--- src/inc/bcr_pkg.sv ---
// constants and types for the buck channel configuration register bank
package bcr_pkg;
    // ------------------------------------------------------------
    // register map: [channel][slot], slots follow bcr_mode_e order
    // ------------------------------------------------------------
    localparam int NUM_CH      = 2;
    localparam int REGS_PER_CH = 6;
    localparam int IDX_SEQ     = 4;
    localparam int IDX_CFG     = 5;
    localparam logic [7:0] REG_OFS [NUM_CH][REGS_PER_CH] = '{
        '{8'h30, 8'h31, 8'h32, 8'h33, 8'h34, 8'h35},
        '{8'h41, 8'h30, 8'h42, 8'h43, 8'h44, 8'h45}};
    localparam logic [7:0] REG_RST [NUM_CH][REGS_PER_CH] = '{
        '{8'hE7, 8'hA7, 8'h27, 8'hE7, 8'h2C, 8'hB0},
        '{8'hFD, 8'hBD, 8'hBD, 8'hFD, 8'h1C, 8'hA0}};
    localparam logic [7:0] READ_NONE = 8'h00;

    // ------------------------------------------------------------
    // field positions
    // ------------------------------------------------------------
    localparam int SET_EN       = 7;
    localparam int SET_FORCED_PULSE_WIDTH_MODE     = 6;
    localparam int VCODE_MSB    = 5;
    localparam int SEQ_SSR_LSB  = 6;
    localparam int SEQ_STEP_LSB = 4;
    localparam int SEQ_STEP_EN  = 3;
    localparam int SEQ_DLY_LSB  = 0;
    localparam int CFG_MASK     = 7;
    localparam int CFG_RETRY    = 6;
    localparam int CFG_OUTPUT_DISCHARGE_ENABLE    = 5;
    localparam int CFG_PHASE    = 4;
    localparam int CFG_SLEW_LSB = 2;
    localparam int CFG_REGEN    = 1;
    localparam int CFG_OVR      = 0;

    // ------------------------------------------------------------
    // timing
    // ------------------------------------------------------------
    localparam int CLK_KHZ          = 200000;
    localparam int SHUT_WAIT_MS     = 100;
    localparam int SHUT_WAIT_CYCLES = SHUT_WAIT_MS * CLK_KHZ;

    // ------------------------------------------------------------
    // types
    // ------------------------------------------------------------
    typedef logic [7:0] bcr_byte_t;

    typedef enum logic [1:0] {
        MODE_ACTIVE    = 2'b00,
        MODE_LOW_POWER = 2'b01,
        MODE_HIBERNATE = 2'b10,
        MODE_HIGH_PERF = 2'b11
    } bcr_mode_e;

    typedef struct packed {
        logic      write;
        logic      read;
        bcr_byte_t addr;
        bcr_byte_t wdata;
    } bcr_req_s;

    typedef struct packed {
        logic       enable;
        logic       forcedPulseWidthMode;
        logic [5:0] voltageCode;
        logic [1:0] softStartRate;
        logic [1:0] startupStep;
        logic       startupStepEnable;
        logic [2:0] startupDelay;
        logic       outputDischarge;
        logic       phaseShift;
        logic [1:0] voltageSlewRate;
    } bcr_chan_s;
endpackage

--- src/hdl/bcr_buck_regs.sv ---
// register bank and control outputs for the third and fourth buck channels
`timescale 1ns/10ps
// Overview of operation
// - per-mode enable bit 7 turns the channel on in that power mode
// - active-mode enable bit set turns the channel on in active status
// - bit 6 picks forced pulse-width (1) or auto pulse-skip (0)
// - bits 5..0 give the output voltage code for that mode
// - third buck voltage fields reset to code 100111
// - fourth buck voltage fields reset to code 111101
// - sequencing bits 7..6 set the soft-start ramp rate
// - sequencing bits 5..4 assign the start-up step
// - step enable clear: no start at step, done and good flags ignored
// - sequencing bits 2..0 set delay before soft start begins
// - fault mask set keeps a channel fault off the interrupt output
// - retry enabled: short restarts soft start, other channels keep running
// - retry disabled: short shuts all channels, restart after 100 ms
// - discharge bit set discharges the output while the channel is off
// - phase bit set switches the channel half a period shifted
// - configuration bits 3..2 set the voltage slew rate
// - override control clear: register enable bit has no effect
// - override control set: register enable bit turns channel on/off in place of per-mode bits
// - switching mode still follows per-mode bits under override
module bcr_buck_regs #(
    parameter int WAIT_CYCLES = bcr_pkg::SHUT_WAIT_CYCLES
) (
    input  wire logic                     sys_clk,
    input  wire logic                     sys_rst,
    input  wire bcr_pkg::bcr_req_s        regReq,
    output bcr_pkg::bcr_byte_t            regRdata,
    output logic                          regRvalid,
    input  wire bcr_pkg::bcr_mode_e       powerMode,
    input  wire logic [1:0]               faultFlag,
    input  wire logic [1:0]               shortCircuit,
    input  wire logic [1:0]               softStartDoneFlag,
    input  wire logic [1:0]               powerGoodFlag,
    output bcr_pkg::bcr_chan_s [1:0]      chanCtrl,
    output logic [1:0]                    softStartDoneQual,
    output logic [1:0]                    powerGoodQual,
    output logic [1:0]                    softStartRetry,
    output logic                          allChannelsOff,
    output logic                          startupRestart,
    output logic                          interruptOutN
);
    localparam int NCH = bcr_pkg::NUM_CH;
    localparam int NRG = bcr_pkg::REGS_PER_CH;

    // ------------------------------------------------------------
    // register storage
    // ------------------------------------------------------------
    logic [NCH-1:0][NRG-1:0][7:0] regFile;
    logic [NCH-1:0][NRG-1:0][7:0] next_regFile;

    // the printed map places two registers at one offset: a write there
    // loads both, a read returns the first match in map order
    always_comb begin
        next_regFile = regFile;
        for (int c = 0; c < NCH; c++) begin
            for (int r = 0; r < NRG; r++) begin
                if (regReq.write && regReq.addr == bcr_pkg::REG_OFS[c][r]) begin
                    next_regFile[c][r] = regReq.wdata;
                end
            end
        end
    end

    always_ff @(posedge sys_clk or posedge sys_rst) begin
        if (sys_rst) begin
            for (int c = 0; c < NCH; c++) begin
                for (int r = 0; r < NRG; r++) begin
                    regFile[c][r] <= bcr_pkg::REG_RST[c][r];
                end
            end
        end else begin
            regFile <= next_regFile;
        end
    end

    // ------------------------------------------------------------
    // read port
    // ------------------------------------------------------------
    bcr_pkg::bcr_byte_t next_regRdata;
    logic               next_regRvalid;

    always_comb begin
        logic found;
        found          = 1'b0;
        next_regRdata  = bcr_pkg::READ_NONE;
        next_regRvalid = regReq.read;
        for (int c = 0; c < NCH; c++) begin
            for (int r = 0; r < NRG; r++) begin
                if (!found && regReq.addr == bcr_pkg::REG_OFS[c][r]) begin
                    found         = 1'b1;
                    next_regRdata = regFile[c][r];
                end
            end
        end
        if (!regReq.read) begin
            next_regRdata = regRdata;
        end
    end

    always_ff @(posedge sys_clk or posedge sys_rst) begin
        if (sys_rst) begin
            regRdata  <= bcr_pkg::READ_NONE;
            regRvalid <= 1'b0;
        end else begin
            regRdata  <= next_regRdata;
            regRvalid <= next_regRvalid;
        end
    end

    // ------------------------------------------------------------
    // short-circuit response
    // ------------------------------------------------------------
    logic [1:0] shortPrev;
    logic [1:0] next_shortPrev;
    logic [1:0] shortEvent;
    logic [1:0] retryEn;
    logic       globalTrigger;
    logic       shutdownBusy;
    logic       restartPulse;

    always_comb begin
        next_shortPrev = shortCircuit;
        for (int c = 0; c < NCH; c++) begin
            retryEn[c] = regFile[c][bcr_pkg::IDX_CFG][bcr_pkg::CFG_RETRY];
        end
        shortEvent    = shortCircuit & ~shortPrev;
        globalTrigger = |(shortEvent & ~retryEn);
    end

    always_ff @(posedge sys_clk or posedge sys_rst) begin
        if (sys_rst) begin
            shortPrev <= '0;
        end else begin
            shortPrev <= next_shortPrev;
        end
    end

    bcr_wait_timer #(
        .WAIT_CYCLES (WAIT_CYCLES)
    ) u_wait (
        .sys_clk (sys_clk),
        .sys_rst (sys_rst),
        .trigger (globalTrigger),
        .busy    (shutdownBusy),
        .restart (restartPulse)
    );

    // ------------------------------------------------------------
    // channel controls
    // ------------------------------------------------------------
    bcr_pkg::bcr_chan_s [1:0] next_chanCtrl;
    logic [1:0]               next_ssDone;
    logic [1:0]               next_pGood;
    logic [1:0]               next_retry;

    for (genvar g = 0; g < NCH; g++) begin : g_ch
        bcr_channel u_ch (
            .regs        (regFile[g]),
            .powerMode   (powerMode),
            .shutdownAll (shutdownBusy),
            .ctrl        (next_chanCtrl[g])
        );
    end

    always_comb begin
        for (int c = 0; c < NCH; c++) begin
            // a disabled step hides its flags from the sequencer
            next_ssDone[c] = softStartDoneFlag[c] & next_chanCtrl[c].startupStepEnable;
            next_pGood[c]  = powerGoodFlag[c] & next_chanCtrl[c].startupStepEnable;
            // retries are unlimited: every new short edge re-arms soft start
            next_retry[c]  = shortEvent[c] & retryEn[c];
        end
    end

    always_ff @(posedge sys_clk or posedge sys_rst) begin
        if (sys_rst) begin
            chanCtrl          <= '0;
            softStartDoneQual <= '0;
            powerGoodQual     <= '0;
            softStartRetry    <= '0;
            allChannelsOff    <= 1'b0;
            startupRestart    <= 1'b0;
        end else begin
            chanCtrl          <= next_chanCtrl;
            softStartDoneQual <= next_ssDone;
            powerGoodQual     <= next_pGood;
            softStartRetry    <= next_retry;
            allChannelsOff    <= shutdownBusy;
            startupRestart    <= restartPulse;
        end
    end

    // ------------------------------------------------------------
    // interrupt
    // ------------------------------------------------------------
    logic [1:0] faultMask;
    logic       next_interruptOutN;

    always_comb begin
        for (int c = 0; c < NCH; c++) begin
            faultMask[c] = regFile[c][bcr_pkg::IDX_CFG][bcr_pkg::CFG_MASK];
        end
        next_interruptOutN = ~|(faultFlag & ~faultMask);
    end

    always_ff @(posedge sys_clk or posedge sys_rst) begin
        if (sys_rst) begin
            interruptOutN <= 1'b1;
        end else begin
            interruptOutN <= next_interruptOutN;
        end
    end

    for (genvar g = 0; g < NCH; g++) begin : g_chk

    end
endmodule

--- src/hdl/bcr_channel.sv ---
// per-channel decode of the stored registers into control settings
`timescale 1ns/10ps
module bcr_channel (
    input  wire logic [5:0][7:0]          regs,
    input  wire bcr_pkg::bcr_mode_e       powerMode,
    input  wire logic                     shutdownAll,
    output bcr_pkg::bcr_chan_s            ctrl
);
    logic [7:0] setting;
    logic [7:0] seqReg;
    logic [7:0] cfgReg;
    logic       onState;

    always_comb begin
        setting = regs[powerMode];
        seqReg  = regs[bcr_pkg::IDX_SEQ];
        cfgReg  = regs[bcr_pkg::IDX_CFG];
        if (cfgReg[bcr_pkg::CFG_OVR]) begin
            onState = cfgReg[bcr_pkg::CFG_REGEN];
        end else begin
            onState = setting[bcr_pkg::SET_EN];
        end
        // a global short shutdown beats every enable source
        ctrl.enable               = onState & ~shutdownAll;
        ctrl.forcedPulseWidthMode = setting[bcr_pkg::SET_FORCED_PULSE_WIDTH_MODE];
        ctrl.voltageCode          = setting[bcr_pkg::VCODE_MSB:0];
        ctrl.softStartRate        = seqReg[bcr_pkg::SEQ_SSR_LSB +: 2];
        ctrl.startupStep          = seqReg[bcr_pkg::SEQ_STEP_LSB +: 2];
        ctrl.startupStepEnable    = seqReg[bcr_pkg::SEQ_STEP_EN];
        ctrl.startupDelay         = seqReg[bcr_pkg::SEQ_DLY_LSB +: 3];
        ctrl.outputDischarge      = ~ctrl.enable & cfgReg[bcr_pkg::CFG_OUTPUT_DISCHARGE_ENABLE];
        ctrl.phaseShift           = cfgReg[bcr_pkg::CFG_PHASE];
        ctrl.voltageSlewRate      = cfgReg[bcr_pkg::CFG_SLEW_LSB +: 2];
    end
endmodule

--- src/hdl/bcr_wait_timer.sv ---
// shutdown hold-off timer: all channels off, then a restart pulse
`timescale 1ns/10ps
module bcr_wait_timer #(
    parameter int WAIT_CYCLES = bcr_pkg::SHUT_WAIT_CYCLES
) (
    input  wire logic sys_clk,
    input  wire logic sys_rst,
    input  wire logic trigger,
    output logic      busy,
    output logic      restart
);
    typedef enum logic [1:0] {
        TMR_IDLE    = 2'b00,
        TMR_WAIT    = 2'b01,
        TMR_RESTART = 2'b10
    } bcr_tmr_e;

    localparam logic [31:0] LAST = 32'(WAIT_CYCLES - 1);

    bcr_tmr_e    state;
    bcr_tmr_e    next_state;
    logic [31:0] count;
    logic [31:0] next_count;

    always_comb begin
        next_state = state;
        next_count = count;
        unique case (state)
            TMR_IDLE: begin
                next_count = '0;
                if (trigger) begin
                    next_state = TMR_WAIT;
                end
            end
            TMR_WAIT: begin
                next_count = count + 32'h1;
                if (count >= LAST) begin
                    next_state = TMR_RESTART;
                end
            end
            TMR_RESTART: begin
                next_state = TMR_IDLE;
            end
            default: begin
                next_state = TMR_IDLE;
            end
        endcase
    end

    always_ff @(posedge sys_clk or posedge sys_rst) begin
        if (sys_rst) begin
            state <= TMR_IDLE;
            count <= '0;
        end else begin
            state <= next_state;
            count <= next_count;
        end
    end

    assign busy    = (state != TMR_IDLE);
    assign restart = (state == TMR_RESTART);
endmodule

--- config.mk ---
export PLATFORM = sky130hd
export DESIGN_NAME = bcr_buck_regs
export DESIGN_NICKNAME = d
export VERILOG_FILES = /design/src/inc/bcr_pkg.sv /design/src/hdl/bcr_buck_regs.sv /design/src/hdl/bcr_channel.sv /design/src/hdl/bcr_wait_timer.sv
export SDC_FILE = /design/constraint.sdc
export NUM_CORES = 1
export LEC_CHECK = 0
export ABC_AREA = 1
export BUFFER_PORTS_ARGS = -buffer_cell sky130_fd_sc_hd__buf_2
export CORE_MARGIN = 4
export CORE_UTILIZATION = 39
export DETAILED_ROUTE_END_ITERATION = 8
export PLACE_DENSITY = 0.69
export SKIP_CTS_REPAIR_TIMING = 1
export SYNTH_ARGS = -nofsm -noshare
export SYNTH_HDL_FRONTEND = slang
export SYNTH_SLANG_ARGS = --single-unit
export TNS_END_PERCENT = 20
--- constraint.sdc ---
create_clock -name sys_clk -period 6.05 [get_ports sys_clk]
set_input_delay 1.5125 -clock sys_clk [delete_from_list [all_inputs] [get_ports sys_clk]]
set_output_delay 1.5125 -clock sys_clk [all_outputs]
set_load 0.1 [all_outputs]
## Yosys cells after proc, flatten, opt, wreduce, memory -nomap -nowiden

Index checks and enable logic that the tools add are counted.

- Flip-flop bits (word level): 190
- Input bits: 30
- Output and inout bits: 58
- Logic and storage cells: 153

- $add $sub $neg: 1
- Magnitude comparators: 2
- Eq/ne operators: 15
- Multiplexer cells: 33
- Bitwise logic cells: 19
- Reduce and logical (&&, ||, !) cells: 40

Operator list:

| operator | number |
|---|---|
| 2-to-1 mux 8 bit | 14 |
| case mux 32 bit (2 select lines) | 1 |
| equality test 8 x 6 -> 1 bit (second input constant) | 6 |
| equality test 8 x 7 -> 1 bit (second input constant) | 5 |
| adder 32 x 1 -> 32 bit (second input constant) | 1 |
| binary-select mux 8 bit (select 2 bit) | 2 |
| greater-or-equal comparator 32 x 25 -> 1 bit (second input constant) | 1 |
| logical AND 1 bit | 22 |
| 2-to-1 mux 1 bit | 13 |
| logical NOT 1 bit | 12 |
| AND 1 bit | 10 |
| AND 2 bit | 3 |
| inverter 2 bit | 3 |
| < comparator 2 x 4 -> 1 bit (second input constant) | 1 |
| 2-to-1 mux 2 bit | 2 |
| case mux 2 bit (2 select lines) | 1 |
| nonzero test 2 bit | 2 |
| OR reduction 2 bit | 2 |
| inverter 1 bit | 3 |
| equality test 2 x 1 -> 1 bit (second input constant) | 1 |
| equality test 2 bit (second input constant) | 1 |
| logical NOT 2 bit | 1 |
| inequality test 2 x 1 -> 1 bit (second input constant) | 1 |
| inequality test 2 bit (second input constant) | 1 |
| AND reduction 2 bit | 1 |

## Depth between registers and ports, before layout

Gate-level depths: netlist of run 1.

- Word-level depth: 35
- Mapped depth: 12
- Gate-level depth less buffers: 11

## Cells and area by module

A second synthesis of run 1 with hierarchy kept.

- Cells, all modules: 1113
- Area total of the unflattened synthesis: 9158.8 um2

Modules (own cells, without submodules):

| module | times used | cells an instance | area each (um2) |
|---|---|---|---|
| bcr_buck_regs | 1 | 606 | 6092.1 |
| bcr_wait_timer | 1 | 377 | 2341.0 |
| bcr_channel | 2 | 65 | 362.8 |

## Worst setup path before layout of run 1

Ideal clock, no wire load.

- Path kind: input port to flip-flop
- Start point: input port regReq[15] in the netlist's numbering
- End point: register regFile[65] in the netlist's numbering
- Setup time: 129 ps
- Arrival: 2530 ps
- Required time: 5921 ps
- Path slack: 3391 ps
- Stages on the path: 9
- Path buffers: 1
- Cell sequence: inv_2 > nand2_1 > nor3_4 > nand2_2 > nor2_4 > nand2_2 > buf_2 > nand2_1 > o21ai_1

- Longest elaborated chain between the ends: 2

Ends and longest elaborated chain:

| item | RTL line | source |
|---|---|---|
| from (decl) | bcr_buck_regs.sv:28 | `input wire bcr_pkg::bcr_req_s regReq,` |
| equality test 8 x 7 -> 1 bit | bcr_buck_regs.sv:59 | `if (regReq.write && regReq.addr == bcr_pkg::REG_OFS[c][r]) begin` |
| logical AND 1 bit | bcr_buck_regs.sv:59 |  |
| to (signal, indexed assignment) | bcr_buck_regs.sv:70 | `regFile[c][r] <= bcr_pkg::REG_RST[c][r];` |
| to (signal assigned) | bcr_buck_regs.sv:74 | `regFile <= next_regFile;` |
| to (decl) | bcr_buck_regs.sv:50 | `logic [NCH-1:0][NRG-1:0][7:0] regFile;` |

Every way passes these cells.
A chain may end at the register's enable or synchronous reset.

## Final worst setup path of run 1

- Start point: input port regReq[11] in the netlist's numbering
- End point: register regFile[51] in the netlist's numbering

The elaborated chain is that of the path after synthesis.

==> results of run 1 <==
cell families (layout without fill, tap and decap cells):
family	after synthesis	in the layout	synth area share
AND/OR/NAND/NOR	448	448	0.2397
AO/OA/AOI/OAI	203	203	0.1281
flip-flops	186	186	0.5557
buffers and inverters	133	222	0.06477
XOR/XNOR	10	10	0.01031
adder cells (fa/ha/maj)	1	1	0.001472
other	0	1	0
power by group:
| part | internal (mW) | switching [mW] | total, mW |
|---|---|---|---|
| sequential | 1.30 | 0.0321 | 1.33 |
| clock | 0.558 | 0.530 | 1.09 |
| combinational | 0.0477 | 0.223 | 0.270 |
| total | 1.91 | 0.784 | 2.69 |
routing by layer:
layer / vias up / wire length, um
li1: 3383 / -
met1: 3344 / 9998
met2: 255 / 10460
met3: 40 / 1601
met4: 2 / 484
met5: - / 14
cells in the mapped netlist (2+ instances only):
| cell | n | share of area |
|---|---|---|
| a21oi_1 | 32 | 0.019 |
| a31oi_1 | 2 | 0.0015 |
| buf_2 | 8 | 0.0047 |
| buf_4 | 3 | 0.0026 |
| buf_6 | 4 | 0.0053 |
| clkbuf_1 | 18 | 0.0079 |
| dfrtp_1 | 131 | 0.39 |
| dfstp_2 | 55 | 0.17 |
| inv_1 | 86 | 0.038 |
| inv_2 | 14 | 0.0062 |
| nand2_1 | 240 | 0.11 |
| nand2_2 | 9 | 0.0066 |
| nand2_4 | 3 | 0.0040 |
| nand3_1 | 31 | 0.018 |
| nand3_2 | 3 | 0.0035 |
| nand3b_1 | 2 | 0.0018 |
| nand4_1 | 28 | 0.021 |
| nor2_1 | 92 | 0.041 |
| nor2_2 | 3 | 0.0022 |
| nor2_4 | 5 | 0.0066 |
| nor3_1 | 17 | 0.010 |
| nor3_2 | 3 | 0.0035 |
| nor3b_1 | 2 | 0.0018 |
| nor4_1 | 3 | 0.0022 |
| o211ai_1 | 3 | 0.0026 |
| o21ai_0 | 61 | 0.036 |
| o21ai_1 | 79 | 0.047 |
| o21ai_2 | 8 | 0.0082 |
| o22ai_1 | 14 | 0.010 |
| xnor2_1 | 2 | 0.0021 |
| xor2_1 | 8 | 0.0082 |
state kept, by name, indices dropped and copies added, names as in the netlist, 2 cells and up:
register	cells
u_wait.count	32
powerGoodQual	2
u_wait.state	2
chanCtrl	40
faultMask	2
regFile	90
softStartRetry	2
softStartDoneQual	2
regRdata	8
shortPrev	2
worst register-to-register path: stages, from the launching register on:
cell     delay [ps]
dfrtp_1         550
inv_2           300
nand3_1         130
nor2_1          120
nand4_1         190
nor3_2          220
nand4_1         150
nand2_1          80
nand2_1          50
nor2_1           90
layout make-up:
| class | instances | area, um^2 |
|---|---|---|
| fill | 2079 | 11500 |
| sequential | 186 | 4723 |
| multi-input combinational | 662 | 3226 |
| timing repair buffer | 90 | 470.5 |
| clock buffer | 19 | 442.9 |
| inverter | 100 | 379.1 |
| tap | 275 | 344.1 |
| clock inverter | 13 | 132.6 |
| antenna | 1 | 2.502 |
stage by stage:
| stage | util | power (mW) | setup WS [ps] | area (um^2) |
|---|---|---|---|---|
| floorplan | - | 1.552 | 2190 | 8503 |
| global placement | 0.4308 | 1.626 | 2724 | 9143 |
| detailed placement | 0.4308 | 1.629 | 2692 | 9143 |
| CTS | 0.4580 | 2.725 | 3131 | 9718 |
| global route | 0.4581 | 2.798 | 2903 | 9721 |
| finish | 0.4581 | 2.693 | 3086 | 9721 |
path summary, 6_finish.rpt:
kind | startpoint | to | depth (start not counted)
min | regFile[84] | chanCtrl[28] | 0
min in group asynchronous | sys_rst | allChannelsOff | 3
max in group asynchronous | sys_rst | regFile[62] | 3
max | regReq[11] | regFile[51] | 6
max reg2reg | u_wait.state[1] | u_wait.count[29] | 9
min reg2reg | regFile[84] | chanCtrl[28] | 0
==> summary.txt, run 1 <==
Run status
  • Status: finished clean

Timing
  • Final Hold Viols: 0
  • Final setup vio count: 0
  • Setup TNS Final: 0 ps
  • Worst clock skew: 11.93 ps
  • Final Cycle Share: 0.4899
  • Tmin final: 2964 ps
  • Pins over their slew limit: 0
  • Max Fclk: 337.4 MHz
  • Relative slew slack: 0.3309
  • RSZ-0062 raised after global routing: no
  • Worst-Margin Slew: 1004 ps
  • Final hold slack: 416.1 ps

Yosys
  • Mapped Avg Cell Area: 8.664 um^2
  • Fraction of registers with async set/reset: 1.000
  • Ys Warns: 0
  • Synthesized Nets: 1012
  • Synthesized area: 8499 um^2
  • Flops & latches, synth: 186
  • Unique masters post-synth: 43
  • Post-Synthesis Cells: 981
  • Ys flop type: dfrtp_1
  • EDFF count, synth: 0
  • Sequential share of the synthesized area: 0.5557

GRT
  • Met3 Usage GRT: 0.04466
  • Top Usage Layer GRT: met2
  • Global routing usage on met1: 0.2689
  • First-pass GRT wire length: 36890 um
  • Vias in the first global route: 6859
  • Largest net degree at the start of global routing: 187
  • Overall routing resource usage: 0.1906
  • Global route overflow: 0
  • Antenna violations before repair: 2
  • Met2 Track Usage GR: 0.2942

Die
  • Initial Util: 0.4005
  • Chip width: 155.6 um
  • Die span in y: 155.6 um
  • Ports: 88
  • DIE AREA: 24220 um^2
  • Core Region: 21220 um^2
  • FP Rows: 53

CTS
  • Htree depth: 4
  • Root buffer cell: clkbuf_16
  • Skew-Pair Late Insertion Delay: 440 ps
  • Clock Sinks: 186
  • CTS tree: done
  • TritonCTS Buffers: 17
  • Bufs on Longest Clock Path: 2
  • Worst-path clk slew: 80 ps

Setup path
  • CP top delay family: simple AND/OR/NAND/NOR gates
  • WS Path Type: in -> reg
  • Slowest-stage cell, CP: nor2_1
  • Crit-path cells: buf_2 -> inv_2 -> nand2_1 -> nor2_1 -> nand3_1 -> o21ai_1
  • Worst setup EP type: flip-flop
  • Crit-path max FO: 16
  • FF-to-FF setup slack: 4090 ps
  • Worst Setup Start Kind: input port
  • WP data required: 6400 ps
  • WP data arrival: 3310 ps
  • CP Buf/Inv Count: 2
  • Critical Path Max Stage Delay: 620 ps

Worst hold path
  • Hold Crit Class: reg -> reg

Final layout
  • Most frequent cells in the layout: 240 x nand2_1, 131 x dfrtp_1, 92 x nor2_1
  • Layout area overhead: 14.37%
  • Non-Filler Instances: 1346
  • Most common cell after layout, fill and taps aside: nand2_1
  • Layout cells sized above 1: 0.2150
  • Final #Nets: 1088

Routing
  • Drt first-iter violations: 694
  • DR vias/cell: 5.218
  • WL per Instance: 16.76 um
  • Final WL: 22560 um
  • Vias: 7024
  • Antenna violation net count after detailed routing: 0
  • DRC Markers: 0
  • DR pass1 iterations: 5

Flow run
  • Max cap viols: 0

Power
  • LEAKAGE: 4.541 nW
  • Worst vdd ir: 162.6 uV
  • Pwr/cell area: 277.1 nW/um^2

Placement
  • Detailed Place HPWL: 15640 um
  • Dpl cells: 1313
  • Gpl congestion: 0.8841
  • Port bufs: 87
Power figures use the tool's default switching activity.
==> run 2, diff against run 1 <==
--- a/config.mk
+++ b/config.mk
@@ -10,7 +10,7 @@
 export CORE_MARGIN = 4
 export CORE_UTILIZATION = 39
 export DETAILED_ROUTE_END_ITERATION = 8
-export PLACE_DENSITY = 0.69
+export PLACE_DENSITY = 0.67
 export SKIP_CTS_REPAIR_TIMING = 1
 export SYNTH_ARGS = -nofsm -noshare
 export SYNTH_HDL_FRONTEND = slang
==> constraint.sdc (replaced) <==
create_clock -name sys_clk -period 2.9 [get_ports sys_clk]
set_input_delay 0.725 -clock sys_clk [delete_from_list [all_inputs] [get_ports sys_clk]]
set_output_delay 0.725 -clock sys_clk [all_outputs]
set_load 0.1 [all_outputs]
==> run 2 against run 1 <==
Compared with the run above: clock skew down 2.7 ps; final area up 0.79%; combinational power rose by 110%; count of clock-buffer cells in the layout down 1; critical path depth decreased by 5; flip-flop and latch count unchanged.
==> summary.txt, run 2 (synthesis results as in run 1) <==
Run status
  • Status: finished clean

CTS
  • Bufs on Longest Clock Path: 2 (unchanged)
  • TritonCTS Buffers: 17 (unchanged)
  • Skew-Pair Late Insertion Delay: 430 ps (about the same)
  • Root buffer cell: clkbuf_16
  • CTS tree: done
  • Clock Sinks: 186 (unchanged)
  • Htree depth: 4 (unchanged)
  • Worst-path clk slew: 70 ps (about the same)

Setup path
  • Worst R2R Start: u_wait.state[1]
  • Slowest-stage cell, CP: dfstp_2
  • Critical Path Max Stage Delay: 520 ps (-100 ps)
  • Worst setup EP type: output port
  • Worst-case reg-to-reg path depth: 9 (unchanged)
  • Worst reg2reg path endpoint: u_wait.count[29]
  • WS Path Type: reg -> out
  • WP data arrival: 1360 ps (-1950 ps)
  • Crit-path cells: buf_2
  • CP top delay family: flip-flops
  • Crit-path max FO: 1 (-15)
  • WP data required: 2170 ps (-4230 ps)
  • Worst Setup Start Kind: flip-flop
  • CP Buf/Inv Count: 1 (-1)
  • FF-to-FF setup slack: 870 ps (-3220 ps)

Final layout
  • Most frequent cells in the layout: 240 x nand2_1, 131 x dfrtp_1, 92 x nor2_1
  • Antenna cell count: 0 (-1)
  • Final #Nets: 1096 (+0.74%)
  • Area of the multi-input gates: 3226 um^2 (unchanged)
  • Layout cells sized above 1: 0.2217 (+0.006754)
  • Storage cell area: 4723 um^2 (unchanged)
  • Max reg flops: 90 (unchanged)
  • Largest regs: regFile x90, chanCtrl x40, u_wait.count x32
  • Cell area after layout: 9797 um^2 (+0.79%)
  • Non-Filler Instances: 1353 (+0.52%)
  • Layout area overhead: 15.27%
  • Biggest register: regFile
  • Fill count: 2097 (+0.87%)
  • Most common cell after layout, fill and taps aside: nand2_1

Timing
  • Tmin final: 2084 ps
  • Relative slew slack: 0.5483 (+0.2175)
  • RSZ-0062 raised after global routing: no
  • Final setup vio count: 0 (unchanged)
  • Final Cycle Share: 0.7187
  • Final Hold Viols: 0 (unchanged)
  • Worst-Margin Slew: 676.1 ps (-327.6 ps)
  • Pins over their slew limit: 0 (unchanged)
  • Final setup margin: 815.7 ps (-2271 ps)
  • Final hold slack: 396.0 ps (-20.07 ps)
  • Max Fclk: 479.8 MHz
  • Worst clock skew: 9.252 ps (-2.682 ps)

Routing
  • Antenna violation net count after detailed routing: 0 (unchanged)
  • WL per Instance: 17.52 um (+4.5%)
  • DR pass1 iterations: 5 (unchanged)
  • Vias: 6969 (-0.78%)
  • Drt first-iter violations: 535 (-23%)
  • DRC Markers: 0 (unchanged)
  • DR vias/cell: 5.151 (-1.3%)
  • Final WL: 23700 um (+5.1%)

Placement
  • Placed Area: 9228 um^2 (+0.93%)
  • Dpl cells: 1321 (+0.61%)
  • Port bufs: 87 (unchanged)
  • Detailed Place HPWL: 17190 um (+9.9%)
  • Gpl congestion: 0.9273 (+4.9%)
  • Pre-CTS setup slack: 557.4 ps (-2135 ps)

Die
  • DIE AREA: 24220 um^2 (unchanged)
  • Chip width: 155.6 um (unchanged)
  • Core Region: 21220 um^2 (unchanged)
  • Initial Util: 0.4005 (unchanged)
  • Die span in y: 155.6 um (unchanged)
  • Ports: 88 (unchanged)
  • FP Rows: 53 (unchanged)

GRT
  • Overall routing resource usage: 0.2005 (+0.009938)
  • First-pass GRT wire length: 37990 um (+3.0%)
  • Antenna violations before repair: 0 (-2)
  • Largest net degree at the start of global routing: 53 (-72%)
  • Vias in the first global route: 6902 (+0.63%)
  • Global route overflow: 0 (unchanged)

Power
  • Post-layout total power: 5.621 mW (+110%)
  • Worst vdd ir: 348.4 uV (+110%)
  • Pwr/cell area: 573.8 nW/um^2 (+110%)
  • LEAKAGE: 4.578 nW (+0.82%)

Flow run
  • Max cap viols: 0 (unchanged)

Worst hold path
  • Hold Crit Class: in -> async
[run 2: layout make-up]
cell class | count | area share
Inverter | 100 | 0.03870
Multi-Input combinational cell | 662 | 0.3292
Clock inverter | 14 | 0.01328
Clock buffer | 18 | 0.04483
Timing Repair Buffer | 98 | 0.05670
Tap cell | 275 | 0.03512
Sequential cell | 186 | 0.4821
[run 2: how the worst max path moves through the flow]
stage	from	endpoint	slack [ps]	depth (start not counted)
finish	interruptOutN	interruptOutN	820	1
global route	u_wait.state[1]	u_wait.count[29]	680	9
CTS	interruptOutN	interruptOutN	800	1
detailed placement	regReq[15]	regFile[85]	560	7
global placement	regReq[15]	regFile[81]	580	7
floorplan	sys_rst	allChannelsOff	-170	1
[run 2: metal layers]
metal / global-route usage / share of wire
met5: 0 / 0
met4: 0.06294 / 0.027
met3: 0.04105 / 0.060
met2: 0.3206 / 0.46
met1: 0.2761 / 0.45
[run 2: power by group]
group          switching (mW)  leakage (nW)  internal, mW
Clock                    1.09         0.272          1.16
Combinational           0.471          1.96         0.109
Sequential             0.0743          2.34          2.72
[run 2: metrics by stage]
stage          TNS [ps]    util
4_1_cts               0  0.4617
5_1_grt               0  0.4617
2_1_floorplan    -22610       -
3_5_place_dp          0  0.4348
3_3_place_gp          0  0.4348
6_report              0  0.4617
==> run 3, diff against run 2 <==
--- a/config.mk
+++ b/config.mk
@@ -5,7 +5,7 @@
 export SDC_FILE = /design/constraint.sdc
 export NUM_CORES = 1
 export LEC_CHECK = 0
-export ABC_AREA = 1
+export ABC_AREA = 0
 export BUFFER_PORTS_ARGS = -buffer_cell sky130_fd_sc_hd__buf_2
 export CORE_MARGIN = 4
 export CORE_UTILIZATION = 39
==> constraint.sdc (replaced) <==
create_clock -name sys_clk -period 2 [get_ports sys_clk]
set_input_delay 0.5 -clock sys_clk [delete_from_list [all_inputs] [get_ports sys_clk]]
set_output_delay 0.5 -clock sys_clk [all_outputs]
set_load 0.1 [all_outputs]
==> run 3 against run 2 <==
Compared with the run above: sequential power rose by 50%; critical path depth did not move; clock skew rose by 2.8 ps; setup slack got worse by 670 ps; count of clock-buffer cells in the layout fell by 1; first-iteration DRC count fell by 31%; critical path type unchanged; largest cell class unchanged.
==> summary.txt, run 3 <==
Run status
  • Status: finished clean

Timing
  • Worst clock skew: 12.08 ps (+2.826 ps)
  • Worst-Margin Slew: 509.6 ps (-166.4 ps)
  • Final Hold Viols: 0 (unchanged)
  • Relative slew slack: 0.6626 (+0.1142)
  • Pins over their slew limit: 0 (unchanged)
  • Setup TNS Final: 0 ps (unchanged)
  • Max Fclk: 540.1 MHz
  • Final setup vio count: 0 (unchanged)
  • Tmin final: 1852 ps
  • Final Cycle Share: 0.9258
  • Final hold slack: 39.99 ps (-356.0 ps)

Setup path
  • Worst-case reg-to-reg path depth: 5 (-4)
  • Slowest-stage cell, CP: dfstp_2
  • Crit-path cells: buf_2
  • WP data arrival: 1350 ps (about the same)
  • Crit-path max FO: 1 (unchanged)
  • Worst setup EP type: output port
  • Worst R2R Start: u_wait.count[13]
  • CP Buf/Inv Count: 1 (unchanged)
  • Worst reg2reg path endpoint: u_wait.state[1]
  • Worst Setup Start Kind: flip-flop
  • Critical Path Max Stage Delay: 510 ps (about the same)
  • WS Path Type: reg -> out
  • WP data required: 1500 ps (-670 ps)
  • CP top delay family: flip-flops
  • FF-to-FF setup slack: 220 ps (-650 ps)

Yosys
  • Fraction of registers with async set/reset: 1.000 (unchanged)
  • Unique masters post-synth: 65 (+51%)
  • Yosys top cell area share: 0.3891 (+0.003379)
  • Post-Synthesis Cells: 665 (-32%)
  • Top cells by count, synth: 131 x dfrtp_1, 94 x mux2_2, 55 x dfstp_2, 47 x nor2_1, 30 x nand2_1
  • Synth area leaders: dfrtp_1 39%, dfstp_2 17%, mux2_2 13%
  • Ys Warns: 0 (unchanged)
  • Synthesized area: 8426 um^2 (-0.87%)
  • Synthesized Nets: 696 (-31%)
  • EDFF count, synth: 0 (unchanged)
  • Sequential share of the synthesized area: 0.5606 (+0.004869)
  • Mapped Avg Cell Area: 12.67 um^2 (+46%)
  • Flops & latches, synth: 186 (unchanged)
  • Synth area leader: dfrtp_1
  • Ys flop type: dfrtp_1
  • Count leader, synth: dfrtp_1

CTS
  • Bufs on Longest Clock Path: 2 (unchanged)
  • Htree depth: 4 (unchanged)
  • CTS tree: done
  • TritonCTS Buffers: 17 (unchanged)
  • Skew-Pair Late Insertion Delay: 440 ps (about the same)
  • Worst-path clk slew: 70 ps (about the same)
  • Clock Sinks: 186 (unchanged)
  • Root buffer cell: clkbuf_16

Die
  • Die span in y: 155.0 um (-0.41%)
  • Chip width: 155.0 um (-0.41%)
  • Ports: 88 (unchanged)
  • FP Rows: 53 (unchanged)
  • Core Region: 21150 um^2 (-0.31%)
  • Initial Util: 0.3983 (-0.002234)
  • DIE AREA: 24020 um^2 (-0.82%)

GRT
  • Overall routing resource usage: 0.1798 (-0.02071)
  • Antenna violations before repair: 0 (unchanged)
  • First-pass GRT wire length: 33890 um (-11%)
  • Vias in the first global route: 5942 (-14%)
  • Global route overflow: 0 (unchanged)
  • Largest net degree at the start of global routing: 62 (+17%)

Power
  • Cell internal pwr: 6.439 mW (+62%)
  • Switching share of total power: 0.3073 (+0.01616)
  • Post-layout total power: 9.296 mW (+65%)
  • Comb pwr share: 0.160 (+0.057)
  • Pwr/cell area: 912.7 nW/um^2 (+59%)
  • LEAKAGE: 4.779 nW (+4.4%)
  • P_sw: 2.857 mW (+75%)
  • Worst vdd ir: 578.7 uV (+66%)
  • Reg power frac: 0.450 (-0.047)
  • Clock Power Share: 0.390 (-0.010)

Worst hold path
  • Hold Crit Class: in -> async

Final layout
  • Non-Filler Instances: 1083 (-20%)
  • Largest regs: regFile x90, chanCtrl x40, u_wait.count x32
  • Layout cells sized above 1: 0.4480 (+0.2263)
  • Most frequent cells in the layout: 131 x dfrtp_1, 94 x mux2_2, 87 x buf_2
  • Layout area overhead: 20.89%
  • Most common cell after layout, fill and taps aside: dfrtp_1
  • Final #Nets: 826 (-25%)
  • Max reg flops: 90 (unchanged)
  • Antenna cell count: 0 (unchanged)
  • Biggest register: regFile

Routing
  • Vias: 5821 (-16%)
  • Drt first-iter violations: 369 (-31%)
  • DR vias/cell: 5.375 (+4.4%)
  • Antenna violation net count after detailed routing: 0 (unchanged)
  • Final WL: 20830 um (-12%)
  • DR pass1 iterations: 6 (+1)
  • WL per Instance: 19.24 um (+9.8%)
  • DRC Markers: 0 (unchanged)

Placement
  • Dpl cells: 1050 (-21%)
  • Detailed Place HPWL: 15010 um (-13%)
  • Gpl congestion: 0.8792 (-5.2%)
  • Port bufs: 87 (unchanged)

Flow run
  • Max cap viols: 0 (unchanged)
-- run 3: final cells by class --
| type | count | area [um^2] |
|---|---|---|
| Tap cell | 275 | 344.1 |
| Timing Repair Buffer | 144 | 913.4 |
| Sequential cell | 186 | 4723 |
| Fill cell | 1885 | 10970 |
| Clock buffer | 17 | 425.4 |
| Clock inverter | 15 | 209.0 |
| Inverter | 11 | 45.04 |
| Multi-Input combinational cell | 435 | 3526 |
-- run 3: how the worst max path moves through the flow --
stage / end / slack [ps] / start / cells past startpoint
2_1_floorplan: allChannelsOff / -850 / sys_rst / 1
3_3_place_gp: regRdata[6] / 40 / regReq[10] / 8
3_5_place_dp: regFile[73] / 2 / regReq[13] / 5
4_1_cts: u_wait.count[22] / 100 / u_wait.count[0] / 6
5_1_grt: u_wait.count[16] / -4 / u_wait.count[0] / 6
6_report: interruptOutN / 150 / interruptOutN / 1
-- run 3: power by group through the flow --
stage | logic [mW] | clock network, mW | registers [mW]
3_3_place_gp | 1.48 | 0 | 4.24
3_5_place_dp | 1.50 | 0 | 4.25
4_1_cts | 1.50 | 3.71 | 4.18
5_1_grt | 1.59 | 3.87 | 4.21
6_report | 1.49 | 3.63 | 4.18
2_1_floorplan | 0.590 | 0 | 4.71
-- run 3: logic make-up after synthesis --
logic type      after synthesis  synth area share
simple gates                186            0.1256
flops                       186            0.5606
mux                         129            0.1910
compound gates               97           0.07737
buf+inv                      44           0.02109
xor+xnor                     22           0.02287
fa+ha+maj                     1          0.001485
-- run 3: metal layers --
metal  vias up  part of all wire  global-route usage  wire length [um]
li1       2689                 -                   -                 -
met1      2954              0.45              0.2523              9418
met2       151              0.48              0.2858             10070
met3        27             0.050             0.03505              1035
met4         0             0.015             0.05172               305
met5         -                 0                   0                 0
-- run 3: stage by stage --
stage               area (um^2)  setup WS [ps]  utilization
detailed placement         9543          1.854       0.4511
finish                    10190          148.4       0.4815
global placement           9543          43.67       0.4511
global route              10190         -3.652       0.4815
CTS                       10180          100.9       0.4811
floorplan                  8429         -847.6            -
